<file path="config.mk">
export PLATFORM = sky130hd
export DESIGN_NAME = scd_dev_flat
export DESIGN_NICKNAME = d
export VERILOG_FILES = /design/src/scd_pkg.sv /design/src/scd_if.sv /design/src/scd_dev.sv /design/src/flat_wrapper.sv
export SDC_FILE = /design/constraint.sdc
export NUM_CORES = 1
export LEC_CHECK = 0
export BUFFER_PORTS_ARGS = -buffer_cell sky130_fd_sc_hd__buf_2
export CAP_MARGIN = 20
export CORE_ASPECT_RATIO = 2
export CORE_MARGIN = 3
export CORE_UTILIZATION = 30
export CTS_CLUSTER_DIAMETER = 100
export CTS_CLUSTER_SIZE = 8
export DETAILED_ROUTE_END_ITERATION = 10
export PLACE_DENSITY_LB_ADDON = 0.08
export SETUP_SLACK_MARGIN = 0.15
export SLEW_MARGIN = 40
export SYNTH_ARGS = -nofsm -noshare
export SYNTH_HDL_FRONTEND = slang
export SYNTH_SLANG_ARGS = --single-unit
</file>
<file path="constraint.sdc">
create_clock -name ref_clk -period 2.2 [get_ports ref_clk]
set_input_delay 0.22 -clock ref_clk [delete_from_list [all_inputs] [get_ports ref_clk]]
set_output_delay 0.22 -clock ref_clk [all_outputs]
set_load 0.005 [all_outputs]
</file>
<file path="src/scd_pkg.sv">
package scd_pkg;
    // Clock and timing
    localparam int REF_CLK_HZ = 25_000_000;
    localparam int REF_CLK_NS = 40;
    // Internal oscillator frequency, fixed
    localparam int OSC_FREQ_HZ = 100_000_000;
    // Lock loop bandwidth and settle time of the loop
    localparam int LOCK_BW_HZ = 200;
    localparam int LOCK_SETTLE_US = 5_000;
    localparam int LOCK_SETTLE_CYC = (LOCK_SETTLE_US * 1000) / REF_CLK_NS;
    // Sync reference is 10 MHz; a missing edge for this long drops lock
    localparam int SYNC_REF_HZ = 10_000_000;
    localparam int SYNC_GAP_NS = 400;
    localparam int SYNC_GAP_CYC = SYNC_GAP_NS / REF_CLK_NS;
    // External clock allowed range
    localparam int EXT_MIN_HZ = 20_000_000;
    localparam int EXT_MAX_HZ = 100_000_000;
    // Divider ranges, M = 0 encodes N = 1, else N = 2*M
    localparam logic [2:0] M_DOM_MAX = 3'h5;
    localparam logic [4:0] M_OUT_MAX = 5'h10;
    // Interpolation, code k means factor 2**k
    localparam logic [1:0] INTERP_X1 = 2'h0;
    localparam logic [1:0] INTERP_X4 = 2'h2;
    localparam logic [1:0] INTERP_X8 = 2'h3;
    // Converter update ceiling, as a multiple of the oscillator rate
    localparam int CONV_MAX_MSPS = 400;
    localparam int CONV_RATIO = CONV_MAX_MSPS / (OSC_FREQ_HZ / 1_000_000);
    // Sample widths
    localparam int ADC_W = 14;
    localparam int DAC_W = 16;
    // Host register map
    localparam logic [3:0] REG_CTRL = 4'h0;
    localparam logic [3:0] REG_DIV = 4'h4;
    localparam logic [3:0] REG_STATUS = 4'h8;
    // CTRL fields
    localparam int CTRL_RUN = 0;
    localparam int CTRL_SRC = 1;
    localparam int CTRL_LOCK = 2;
    // DIV fields
    localparam int DIV_AI_LSB = 0;
    localparam int DIV_AO_LSB = 4;
    localparam int DIV_OUT_LSB = 8;
    localparam int DIV_INT_LSB = 16;
    // STATUS fields
    localparam int ST_LOCKED = 0;
    localparam int ST_ERR = 1;
    localparam int ST_RUN = 2;
    // Reset values
    localparam logic [1:0] INTERP_RST = INTERP_X4;
    localparam logic [2:0] M_RST = 3'h0;
endpackage

</file>
<file path="src/scd_if.sv">
`timescale 1ns/1ps
interface scd_if
    import scd_pkg::*;
();
    // Configuration from the user logic
    logic run;
    logic src_ext;
    logic lock_en;
    logic [2:0] m_ai;
    logic [2:0] m_ao;
    logic [4:0] m_out;
    logic [1:0] interp;
    // Status from the adapter
    logic running;
    logic cfg_err;
    logic locked;
    // Input domain
    logic ai_tick;
    logic [ADC_W-1:0] ai_ch0;
    logic [ADC_W-1:0] ai_ch1;
    // Output domain
    logic ao_tick;
    logic [DAC_W-1:0] ao_ch0;
    logic [DAC_W-1:0] ao_ch1;

    // Adapter end
    modport dev (
        input run, src_ext, lock_en, m_ai, m_ao, m_out, interp, ao_ch0, ao_ch1,
        output running, cfg_err, locked, ai_tick, ai_ch0, ai_ch1, ao_tick
    );
    // User logic end
    modport usr (
        output run, src_ext, lock_en, m_ai, m_ao, m_out, interp, ao_ch0, ao_ch1,
        input running, cfg_err, locked, ai_tick, ai_ch0, ai_ch1, ao_tick
    );
endinterface

</file>
<file path="src/scd_dev.sv">
// Decided for this implementation: the register addresses and the address-and-strobe port.
`timescale 1ns/1ps
// Behaviour
// - Fixed oscillator, free-running or locked to sync
// - External clock only samples, never lock reference
// - Sync reference is 10 MHz, lock use only
// - Domain dividers independent, N=1 or 2M, M<=5
// - Exported clock divider, N=1 or 2M, M<=16
// - External source clock 20-100 MHz, domain clocks divided from it
// - One input sample per input domain tick
// - Interpolation 1,2,4,8; product at most 400 MS/s
// - User supplies one output word per tick
// - Reset default: internal oscillator, interpolation four
// - Samples used only in their own domain
module scd_dev
    import scd_pkg::*;
#(
    parameter int SETTLE_CYC = LOCK_SETTLE_CYC,
    parameter int LOCK_EDGES = 8
) (
    // Clock and reset
    input wire logic ref_clk,
    input wire logic nrst,
    // Link to user logic
    scd_if.dev lnk,
    // Sample clock sources, one-cycle ticks
    input wire logic osc_tick,
    input wire logic ext_clk_tick,
    input wire logic chassis_sync_reference,
    // Converter side
    input wire logic [ADC_W-1:0] adc_ch0,
    input wire logic [ADC_W-1:0] adc_ch1,
    output logic [DAC_W-1:0] dac_ch0,
    output logic [DAC_W-1:0] dac_ch1,
    output logic [1:0] dac_interp,
    output logic clk_out
);
    initial begin
        if (SETTLE_CYC < 1 || LOCK_EDGES < 1) begin
            $error("scd_dev: bad lock parameters");
        end
    end

    // Active settings, frozen while running
    logic src_ext_q;
    logic [2:0] m_ai_q;
    logic [2:0] m_ao_q;
    logic [4:0] m_out_q;
    logic [1:0] interp_q;
    logic running_q;
    logic cfg_err_q;
    // Settings check on the requested values
    logic cfg_ok;
    logic [4:0] n_ao;
    logic [3:0] interp_f;
    // Sample clock tick after source select
    logic samp_tick;
    // Divider counters
    logic [3:0] c_ai_q;
    logic [3:0] c_ao_q;
    logic [4:0] c_out_q;
    logic ai_en;
    logic ao_en;
    logic out_en;
    // Lock tracking
    logic locked_q;
    logic [7:0] gap_q;
    logic [7:0] edges_q;
    logic [$clog2(SETTLE_CYC+1)-1:0] settle_q;
    // Output stages
    logic ai_tick_q;
    logic ao_tick_q;
    logic [ADC_W-1:0] ai0_q;
    logic [ADC_W-1:0] ai1_q;
    logic [DAC_W-1:0] dac0_q;
    logic [DAC_W-1:0] dac1_q;
    logic clk_out_q;

    // Requested settings must be in range and within update ceiling
    always_comb begin
        n_ao = (lnk.m_ao == 3'h0) ? 5'h01 : {1'b0, lnk.m_ao, 1'b0};
        interp_f = 4'h1 << lnk.interp;
        cfg_ok = (lnk.m_ai <= M_DOM_MAX) && (lnk.m_ao <= M_DOM_MAX)
            && (lnk.m_out <= M_OUT_MAX)
            && ({3'h0, interp_f} <= 7'(CONV_RATIO) * {2'h0, n_ao});
    end

    // Settings taken only while stopped; refused run flags an error
    always_ff @(posedge ref_clk or negedge nrst) begin
        if (!nrst) begin
            src_ext_q <= 1'b0;
            m_ai_q <= M_RST;
            m_ao_q <= M_RST;
            m_out_q <= 5'h00;
            interp_q <= INTERP_RST;
            running_q <= 1'b0;
            cfg_err_q <= 1'b0;
        end else if (!running_q) begin
            // Clocks stopped: safe to load new settings
            src_ext_q <= lnk.src_ext;
            m_ai_q <= lnk.m_ai;
            m_ao_q <= lnk.m_ao;
            m_out_q <= lnk.m_out;
            interp_q <= lnk.interp;
            cfg_err_q <= lnk.run && !cfg_ok;
            running_q <= lnk.run && cfg_ok;
        end else if (!lnk.run) begin
            // Stop request
            running_q <= 1'b0;
        end
    end

    // Source select; the external pin only ever clocks samples
    always_comb begin
        samp_tick = running_q && (src_ext_q ? ext_clk_tick : osc_tick);
    end

    // Input domain divider, counts 0 to 2M-1
    always_ff @(posedge ref_clk or negedge nrst) begin
        if (!nrst) begin
            c_ai_q <= 4'h0;
        end else if (!running_q) begin
            c_ai_q <= 4'h0;
        end else if (samp_tick) begin
            c_ai_q <= (c_ai_q + 4'h1 >= {m_ai_q, 1'b0}) ? 4'h0 : c_ai_q + 4'h1;
        end
    end

    // Output domain divider, counts 0 to 2M-1
    always_ff @(posedge ref_clk or negedge nrst) begin
        if (!nrst) begin
            c_ao_q <= 4'h0;
        end else if (!running_q) begin
            c_ao_q <= 4'h0;
        end else if (samp_tick) begin
            c_ao_q <= (c_ao_q + 4'h1 >= {m_ao_q, 1'b0}) ? 4'h0 : c_ao_q + 4'h1;
        end
    end

    // Exported clock divider, counts half periods of M ticks
    always_ff @(posedge ref_clk or negedge nrst) begin
        if (!nrst) begin
            c_out_q <= 5'h00;
        end else if (!running_q) begin
            c_out_q <= 5'h00;
        end else if (samp_tick) begin
            c_out_q <= (c_out_q + 5'h01 >= m_out_q) ? 5'h00 : c_out_q + 5'h01;
        end
    end

    // Domain enables; a 4-bit count of 2M ticks covers M up to 5
    always_comb begin
        ai_en = samp_tick && (m_ai_q == 3'h0 || c_ai_q == 4'h0);
        ao_en = samp_tick && (m_ao_q == 3'h0 || c_ao_q == 4'h0);
        out_en = samp_tick && (m_out_q == 5'h00 || c_out_q == 5'h00);
    end

    // Exported clock: toggles each M ticks, so period is 2M ticks
    always_ff @(posedge ref_clk or negedge nrst) begin
        if (!nrst) begin
            clk_out_q <= 1'b0;
        end else if (!running_q) begin
            clk_out_q <= 1'b0;
        end else if (out_en) begin
            clk_out_q <= (m_out_q == 5'h00) ? 1'b1 : !clk_out_q;
        end else if (m_out_q == 5'h00) begin
            // N = 1 gives one pulse per sample tick
            clk_out_q <= 1'b0;
        end
    end

    // Input samples: one captured per input tick
    always_ff @(posedge ref_clk or negedge nrst) begin
        if (!nrst) begin
            ai_tick_q <= 1'b0;
            ai0_q <= '0;
            ai1_q <= '0;
        end else begin
            ai_tick_q <= ai_en;
            if (ai_en) begin
                ai0_q <= adc_ch0;
                ai1_q <= adc_ch1;
            end
        end
    end

    // Output samples: word taken on each output tick
    always_ff @(posedge ref_clk or negedge nrst) begin
        if (!nrst) begin
            ao_tick_q <= 1'b0;
            dac0_q <= '0;
            dac1_q <= '0;
        end else begin
            ao_tick_q <= ao_en;
            if (ao_tick_q) begin
                dac0_q <= lnk.ao_ch0;
                dac1_q <= lnk.ao_ch1;
            end
        end
    end

    // Lock tracking of the oscillator to the sync reference
    always_ff @(posedge ref_clk or negedge nrst) begin
        if (!nrst) begin
            gap_q <= 8'h00;
            edges_q <= 8'h00;
            settle_q <= '0;
            locked_q <= 1'b0;
        end else if (!lnk.lock_en || src_ext_q) begin
            // Free-running, or external source: no lock
            gap_q <= 8'h00;
            edges_q <= 8'h00;
            settle_q <= '0;
            locked_q <= 1'b0;
        end else if (chassis_sync_reference) begin
            // Reference edge seen
            gap_q <= 8'h00;
            if (edges_q < 8'(LOCK_EDGES)) begin
                edges_q <= edges_q + 8'h01;
            end
        end else if (gap_q >= 8'(SYNC_GAP_CYC)) begin
            // Reference lost
            edges_q <= 8'h00;
            settle_q <= '0;
            locked_q <= 1'b0;
        end else begin
            gap_q <= gap_q + 8'h01;
            if (edges_q >= 8'(LOCK_EDGES)) begin
                // Loop settles slowly with narrow bandwidth
                if (settle_q >= ($clog2(SETTLE_CYC+1))'(SETTLE_CYC - 1)) begin
                    locked_q <= 1'b1;
                end else begin
                    settle_q <= settle_q + 1'b1;
                end
            end
        end
    end

    // Link outputs
    assign lnk.running = running_q;
    assign lnk.cfg_err = cfg_err_q;
    assign lnk.locked = locked_q;
    assign lnk.ai_tick = ai_tick_q;
    assign lnk.ai_ch0 = ai0_q;
    assign lnk.ai_ch1 = ai1_q;
    assign lnk.ao_tick = ao_tick_q;
    // Converter outputs
    assign dac_ch0 = dac0_q;
    assign dac_ch1 = dac1_q;
    assign dac_interp = interp_q;
    assign clk_out = clk_out_q;
endmodule

</file>
<file path="src/flat_wrapper.sv">
// flat-port wrapper written by rule: the top's interface ports become plain ports
module scd_dev_flat import scd_pkg::*;
#(
    parameter int SETTLE_CYC = LOCK_SETTLE_CYC,
    parameter int LOCK_EDGES = 8
)
  (ref_clk, nrst, osc_tick, ext_clk_tick, chassis_sync_reference, adc_ch0, adc_ch1, dac_ch0, dac_ch1, dac_interp, clk_out, lnk_run, lnk_src_ext, lnk_lock_en, lnk_m_ai, lnk_m_ao, lnk_m_out, lnk_interp, lnk_ao_ch0, lnk_ao_ch1, lnk_running, lnk_cfg_err, lnk_locked, lnk_ai_tick, lnk_ai_ch0, lnk_ai_ch1, lnk_ao_tick);
  scd_if lnk_i ();
  input wire logic ref_clk;
  input wire logic nrst;
  input wire logic osc_tick;
  input wire logic ext_clk_tick;
  input wire logic chassis_sync_reference;
  input wire logic [ADC_W-1:0] adc_ch0;
  input wire logic [ADC_W-1:0] adc_ch1;
  output logic [DAC_W-1:0] dac_ch0;
  output logic [DAC_W-1:0] dac_ch1;
  output logic [1:0] dac_interp;
  output logic clk_out;
  input wire logic [$bits(lnk_i.run)-1:0] lnk_run;
  input wire logic [$bits(lnk_i.src_ext)-1:0] lnk_src_ext;
  input wire logic [$bits(lnk_i.lock_en)-1:0] lnk_lock_en;
  input wire logic [$bits(lnk_i.m_ai)-1:0] lnk_m_ai;
  input wire logic [$bits(lnk_i.m_ao)-1:0] lnk_m_ao;
  input wire logic [$bits(lnk_i.m_out)-1:0] lnk_m_out;
  input wire logic [$bits(lnk_i.interp)-1:0] lnk_interp;
  input wire logic [$bits(lnk_i.ao_ch0)-1:0] lnk_ao_ch0;
  input wire logic [$bits(lnk_i.ao_ch1)-1:0] lnk_ao_ch1;
  output wire logic [$bits(lnk_i.running)-1:0] lnk_running;
  output wire logic [$bits(lnk_i.cfg_err)-1:0] lnk_cfg_err;
  output wire logic [$bits(lnk_i.locked)-1:0] lnk_locked;
  output wire logic [$bits(lnk_i.ai_tick)-1:0] lnk_ai_tick;
  output wire logic [$bits(lnk_i.ai_ch0)-1:0] lnk_ai_ch0;
  output wire logic [$bits(lnk_i.ai_ch1)-1:0] lnk_ai_ch1;
  output wire logic [$bits(lnk_i.ao_tick)-1:0] lnk_ao_tick;
  assign lnk_i.run = lnk_run;
  assign lnk_i.src_ext = lnk_src_ext;
  assign lnk_i.lock_en = lnk_lock_en;
  assign lnk_i.m_ai = lnk_m_ai;
  assign lnk_i.m_ao = lnk_m_ao;
  assign lnk_i.m_out = lnk_m_out;
  assign lnk_i.interp = lnk_interp;
  assign lnk_i.ao_ch0 = lnk_ao_ch0;
  assign lnk_i.ao_ch1 = lnk_ao_ch1;
  assign lnk_running = lnk_i.running;
  assign lnk_cfg_err = lnk_i.cfg_err;
  assign lnk_locked = lnk_i.locked;
  assign lnk_ai_tick = lnk_i.ai_tick;
  assign lnk_ai_ch0 = lnk_i.ai_ch0;
  assign lnk_ai_ch1 = lnk_i.ai_ch1;
  assign lnk_ao_tick = lnk_i.ao_tick;
  scd_dev #(.SETTLE_CYC(SETTLE_CYC), .LOCK_EDGES(LOCK_EDGES)) u_core (.ref_clk(ref_clk), .nrst(nrst), .lnk(lnk_i), .osc_tick(osc_tick), .ext_clk_tick(ext_clk_tick), .chassis_sync_reference(chassis_sync_reference), .adc_ch0(adc_ch0), .adc_ch1(adc_ch1), .dac_ch0(dac_ch0), .dac_ch1(dac_ch1), .dac_interp(dac_interp), .clk_out(clk_out));
endmodule
</file>
# Word-level counts from Yosys, hierarchy flattened
# Index checks and enable logic that the tools add are counted.
[word_totals]
n_memories = 0
register_bits = 126
latch_bits = 0
in_bits = 81
out_inout_bits = 68
ram_bits = 0
mem_bits_ro = 0
[op_classes]
add_sub_neg = 6
shift = 1
div_mod_pow = 0
eq_ne = 6
reduce_logical = 29
magnitude_cmp = 11
bitwise = 0
multipliers = 0
n_mux = 34
[op_table]
columns = ["cell", "n"]
rows = [
  ["$mux 17", 5],
  ["$mux 8", 7],
  ["$mux 4", 7],
  ["$add 17x1->17 const B", 1],
  ["$ge 17x17->1 const B", 1],
  ["$add 8x1->8 const B", 2],
  ["$ge 8x4->1 const B", 2],
  ["$mux 5", 3],
  ["$mux 1", 12],
  ["$logic_not 5->1", 2],
  ["$logic_and 1x1->1", 9],
  ["$logic_not 3->1", 3],
  ["$reduce_bool 3->1", 3],
  ["$add 4x1->4 const B", 2],
  ["$ge 4x4->1", 2],
  ["$logic_not 4->1", 2],
  ["$lt 8x4->1 const B", 1],
  ["$le 4x7->1", 1],
  ["$le 3x3->1 const B", 2],
  ["$ne 3x1->1 const B", 2],
  ["$reduce_and 3->1", 2],
  ["$add 5x1->5 const B", 1],
  ["$ge 5x5->1", 1],
  ["$le 5x5->1 const B", 1],
  ["other kinds (8)", 13],
]

# Depth between registers and ports, before layout
[logic_depth]
word_depth = 6
mapped_depth = 9

# Least setup slack after synthesis
# Ideal clock, no wire load.
[synth_timing]
path_kind = "reg2reg"
from = "register u_core.settle_q[8]"
to = "register u_core.settle_q[12]"
t_required_ps = 2074
path_stages_with_launch = 6
arrival_ps = 1868
n_path_buf = 0
path_slack_ps = 206
path_cell_list = "dfrtp_1 or4_4 o31a_1 o22ai_4 nor2_4 a221o_1"
[synth_between]
elab_chain_cells = 6
elab_cells_between_ends = 9
cone_classes = "add/sub: 1; order compare: 1; eq/ne: 1; mux: 5; reduce/logical: 1"
[synth_rtl]
columns = ["item", "line", "source"]
rows = [
  ["start, declared", "scd_dev.sv:69", "logic [$clog2(SETTLE_CYC+1)-1:0] settle_q;"],
  ["start signal, assigned", "scd_dev.sv:233", "settle_q <= settle_q + 1'b1;"],
  ["$add 17x1->17", "scd_dev.sv:233", ""],
  ["$mux 17", "scd_dev.sv:230", "if (settle_q >= ($clog2(SETTLE_CYC+1))'(SETTLE_CYC - 1)) begin"],
  ["$mux 17", "scd_dev.sv:228", "if (edges_q >= 8'(LOCK_EDGES)) begin"],
  ["$mux 17", "scd_dev.sv:221", "end else if (gap_q >= 8'(SYNC_GAP_CYC)) begin"],
  ["$mux 17", "scd_dev.sv:215", "end else if (chassis_sync_reference) begin"],
  ["$mux 17", "scd_dev.sv:209", "end else if (!lnk.lock_en || src_ext_q) begin"],
]
# Parallel ways exist; a longest one is shown, timed or not. The select of a mux whose other input is x is not followed.
# A chain may end at the register's enable or synchronous reset.

# Worst setup path in the final report
[layout_timing]
from = "register u_core.settle_q[8]"
to = "register u_core.settle_q[8]"
# Same word-level chain as after synthesis.

==> flow_summary.yaml <==
status:
  status: "complete, no violations"
global_route:
  grt_use_total_pct: 14.9
  grt_max_degree: 52
  grt_pass1_wl_mm: 24.5
  antenna_found_initial: 2
  use_met1_pct: 13.5
  grt_pass1_vias: 4677
  grt-busiest-layer: "met2"
  grt_util_met3_pct: 3.02
  met2_usage_pct: 30.8
  grt_overflow: 0
setup_path:
  crit_type: "flip-flop to flip-flop"
  cp-end-kind: "flip-flop"
  r2r-end: "u_core.settle_q[8]$_DFFE_PN0P_"
  required_ps: 2500
  cp.arrival_ps: 2360
  ff2ff_path_depth: 5
  worstPathMaxFanout: 8
  r2r_setup_slack_ps: 140
  start_kind: "flip-flop"
  regToRegStartpoint: "u_core.settle_q[8]$_DFFE_PN0P_"
timing:
  timing.final.crit_share_pct: 93.6
  tightest_slew_ps: 567
  rsz0062_at_grt: "yes"
  skew_ps: 8.86
  finalCriticalPeriod_ps: 2060
  finalSetupViolations: 0
  fmax_mhz: 486
  final_max_slew_viol_count: 0
  fin_tns_setup_ps: 0
  finalHoldViolations: 0
  whs_ps: 33.7
  maxSlewHeadroom_pct: 62.2
  fin_ws_ps: 140
finish:
  fin_area_mm2: 0.00769
  multi_input_area_mm2: 0.00255
  finalNonFillerCells: 932
  fillCellCount: 1860
  fin_nets: 768
  seqCellArea_mm2: 0.00316
  fin_util_pct: 40.6
  drive_gt1_share_pct: 46.4
  area_delta_synth_final_pct: 32.4
yosys:
  syn_nets: 585
  synth_common_cells: "dfrtp_1 (125), mux2_2 (74), nand2_1 (32)"
  synth_top_flop_cell: "dfrtp_1"
  syn_area_per_cell_um2: 12.1
  netlist_area_mm2: 0.00581
  synth_area_leaders: "dfrtp_1 (54%), mux2_2 (14%), ha_1 (5.2%)"
  syn-instance-count: 480
  yosys_warnings: 0
  synth_largest_area_cell: "dfrtp_1"
  synth_top_area_share_pct: 53.9
  synth_seq_area_share_pct: 54.3
  ys_types: 52
  synth-seq-cells: 126
  synth_most_common_cell: "dfrtp_1"
  synth-edff-count: 0
  async_reset_ff_share_pct: 100
pwr:
  leakagePower_nw: 3.68
  power.density_mw_per_mm2: 917
  peakVddDrop_mv: 0.448
  p_total_mw: 7.05
die:
  fp-row-count: 71
  dieWidth_um: 104
  core_area_mm2: 0.0189
  dieArea_mm2: 0.0212
  start_util_pct: 30.7
  top_level_ports: 149
  die_y_um: 203
placed_design:
  io_buffers: 148
  place_congestion: 0.830
  dp.cells: 892
  pre_cts_ws_ps: 42.7
  dpl-instance-area_mm2: 0.00701
  hpwl_mm: 11.7
cts:
  clkSinkCount: 126
  htreeDepth: 4
  cts_tree: "built"
  cts_root_buffer: "clkbuf_16"
  path_clk_slew_ps: 60
  cts_buffer_depth: 2
  clk_latency_ps: 420
  cts_inserted_buffers: 17
routing:
  via_per_inst: 4.73
  firstDrtPassIters: 4
  wirelength_mm: 15.3
  vias: 4411
  drc_errors: 0
  drtAntennaViolNets: 0
  first_iter_violations: 163
  wl_per_cell_um: 16.4
hold_path:
  hold_start: "lnk_ao_ch0[12]"
  hold_end: "u_core.dac_ch0[12]$_DFFE_PN0P_"
  hold_path_class: "input pin to flip-flop"
  whs_path_depth: 2
flow_run:
  drv_cap: 0
-- worst max-delay path, stage by stage (launching register included) --
cell and delay, ps:
dfrtp_1 380, or4_4 550, o31a_1 300, o22ai_4 290
nor2_4 120, a221o_1 300
-- sequential cells by signal, indices dropped and copies added, names as in the netlist, 2 cells and up --
signal,count
u_core.c_ai_q,4
u_core.c_ao_q,4
u_core.c_out_q,5
u_core.dac_ch0,16
u_core.dac_ch1,16
u_core.dac_interp,2
u_core.edges_q,8
u_core.gap_q,8
u_core.lnk.ai_ch0,14
u_core.lnk.ai_ch1,14
u_core.m_ai_q,3
u_core.m_ao_q,3
u_core.m_out_q,5
u_core.settle_q,17
-- cells by family (layout without fill, tap and decap cells) --
logic type	count (synthesis)	in the layout	synth area share (%)
xor gates and xnor gates	10	10	1.51
other	0	2	0
AOI/OAI and AO/OA	72	72	9.37
and+or+nand+nor	132	132	12.2
DFF	126	126	54.3
adders and majority gates	24	24	5.17
muxes	77	77	14.9
buffers and inverters	39	234	2.59
-- power by group --
part           total (mW)  leakage [nW]  switching, mW  internal [mW]
Clock                2.70         0.279           1.02           1.68
Sequential           2.98          1.59          0.211           2.77
Combinational        1.36          1.81          0.605          0.759
-- timing repair --
action                                  4_1_cts  5_1_grt
gates resized for setup                       4       16
endpoints found under the setup margin       44       24
buffers inserted                              3        3
hold buffers                                  1        0
pin swaps                                     3        4
endpoints found under the hold margin        37        0
-- cells in the final DEF (no fill, tap or decap), types with 5 or more instances in the layout --
| cell | n |
|---|---|
| nand3_1 | 14 |
| a22o_1 | 5 |
| dfrtp_1 | 123 |
| and3_1 | 7 |
| inv_1 | 26 |
| nand2_1 | 32 |
| clkbuf_16 | 17 |
| o21a_1 | 5 |
| and3_2 | 7 |
| buf_4 | 27 |
| a221o_1 | 6 |
| mux2_2 | 74 |
| o21ai_0 | 13 |
| a21oi_1 | 6 |
| buf_2 | 147 |
| nor2_1 | 21 |
| xnor2_1 | 5 |
| nand2b_1 | 5 |
| ha_1 | 23 |
| nor3_1 | 11 |
| and2_1 | 5 |
| clkinv_2 | 5 |
-- how the worst max path moves through the flow --
stage	cells after the start	end	from	slack, ps
finish	5	u_core.settle_q[8]$_DFFE_PN0P_	u_core.settle_q[8]$_DFFE_PN0P_	140
global route	5	u_core.settle_q[8]$_DFFE_PN0P_	u_core.settle_q[8]$_DFFE_PN0P_	60
CTS	5	u_core.settle_q[8]$_DFFE_PN0P_	u_core.settle_q[8]$_DFFE_PN0P_	140
detailed placement	5	u_core.settle_q[8]$_DFFE_PN0P_	u_core.settle_q[7]$_DFFE_PN0P_	40
global placement	5	u_core.settle_q[9]$_DFFE_PN0P_	u_core.settle_q[7]$_DFFE_PN0P_	60
floorplan	5	u_core.settle_q[12]$_DFFE_PN0P_	u_core.settle_q[8]$_DFFE_PN0P_	210
-- final cells by class --
class / instances / area share [%]
Clock buffer: 20 / 5.81
Tap cell: 255 / 4.15
Timing Repair Buffer: 177 / 12.9
Sequential cell: 126 / 41.1
Inverter: 26 / 1.27
Multi-Input combinational cell: 315 / 33.2
Antenna cell: 2 / 0.0651
Clock inverter: 11 / 1.55
-- metal layers --
metal,vias up,share of wire [%]
li1,2098,-
met1,2189,33
met2,100,61
met3,24,3.2
met4,0,2.3
met5,-,0
(Power assumes the default switching activity.)
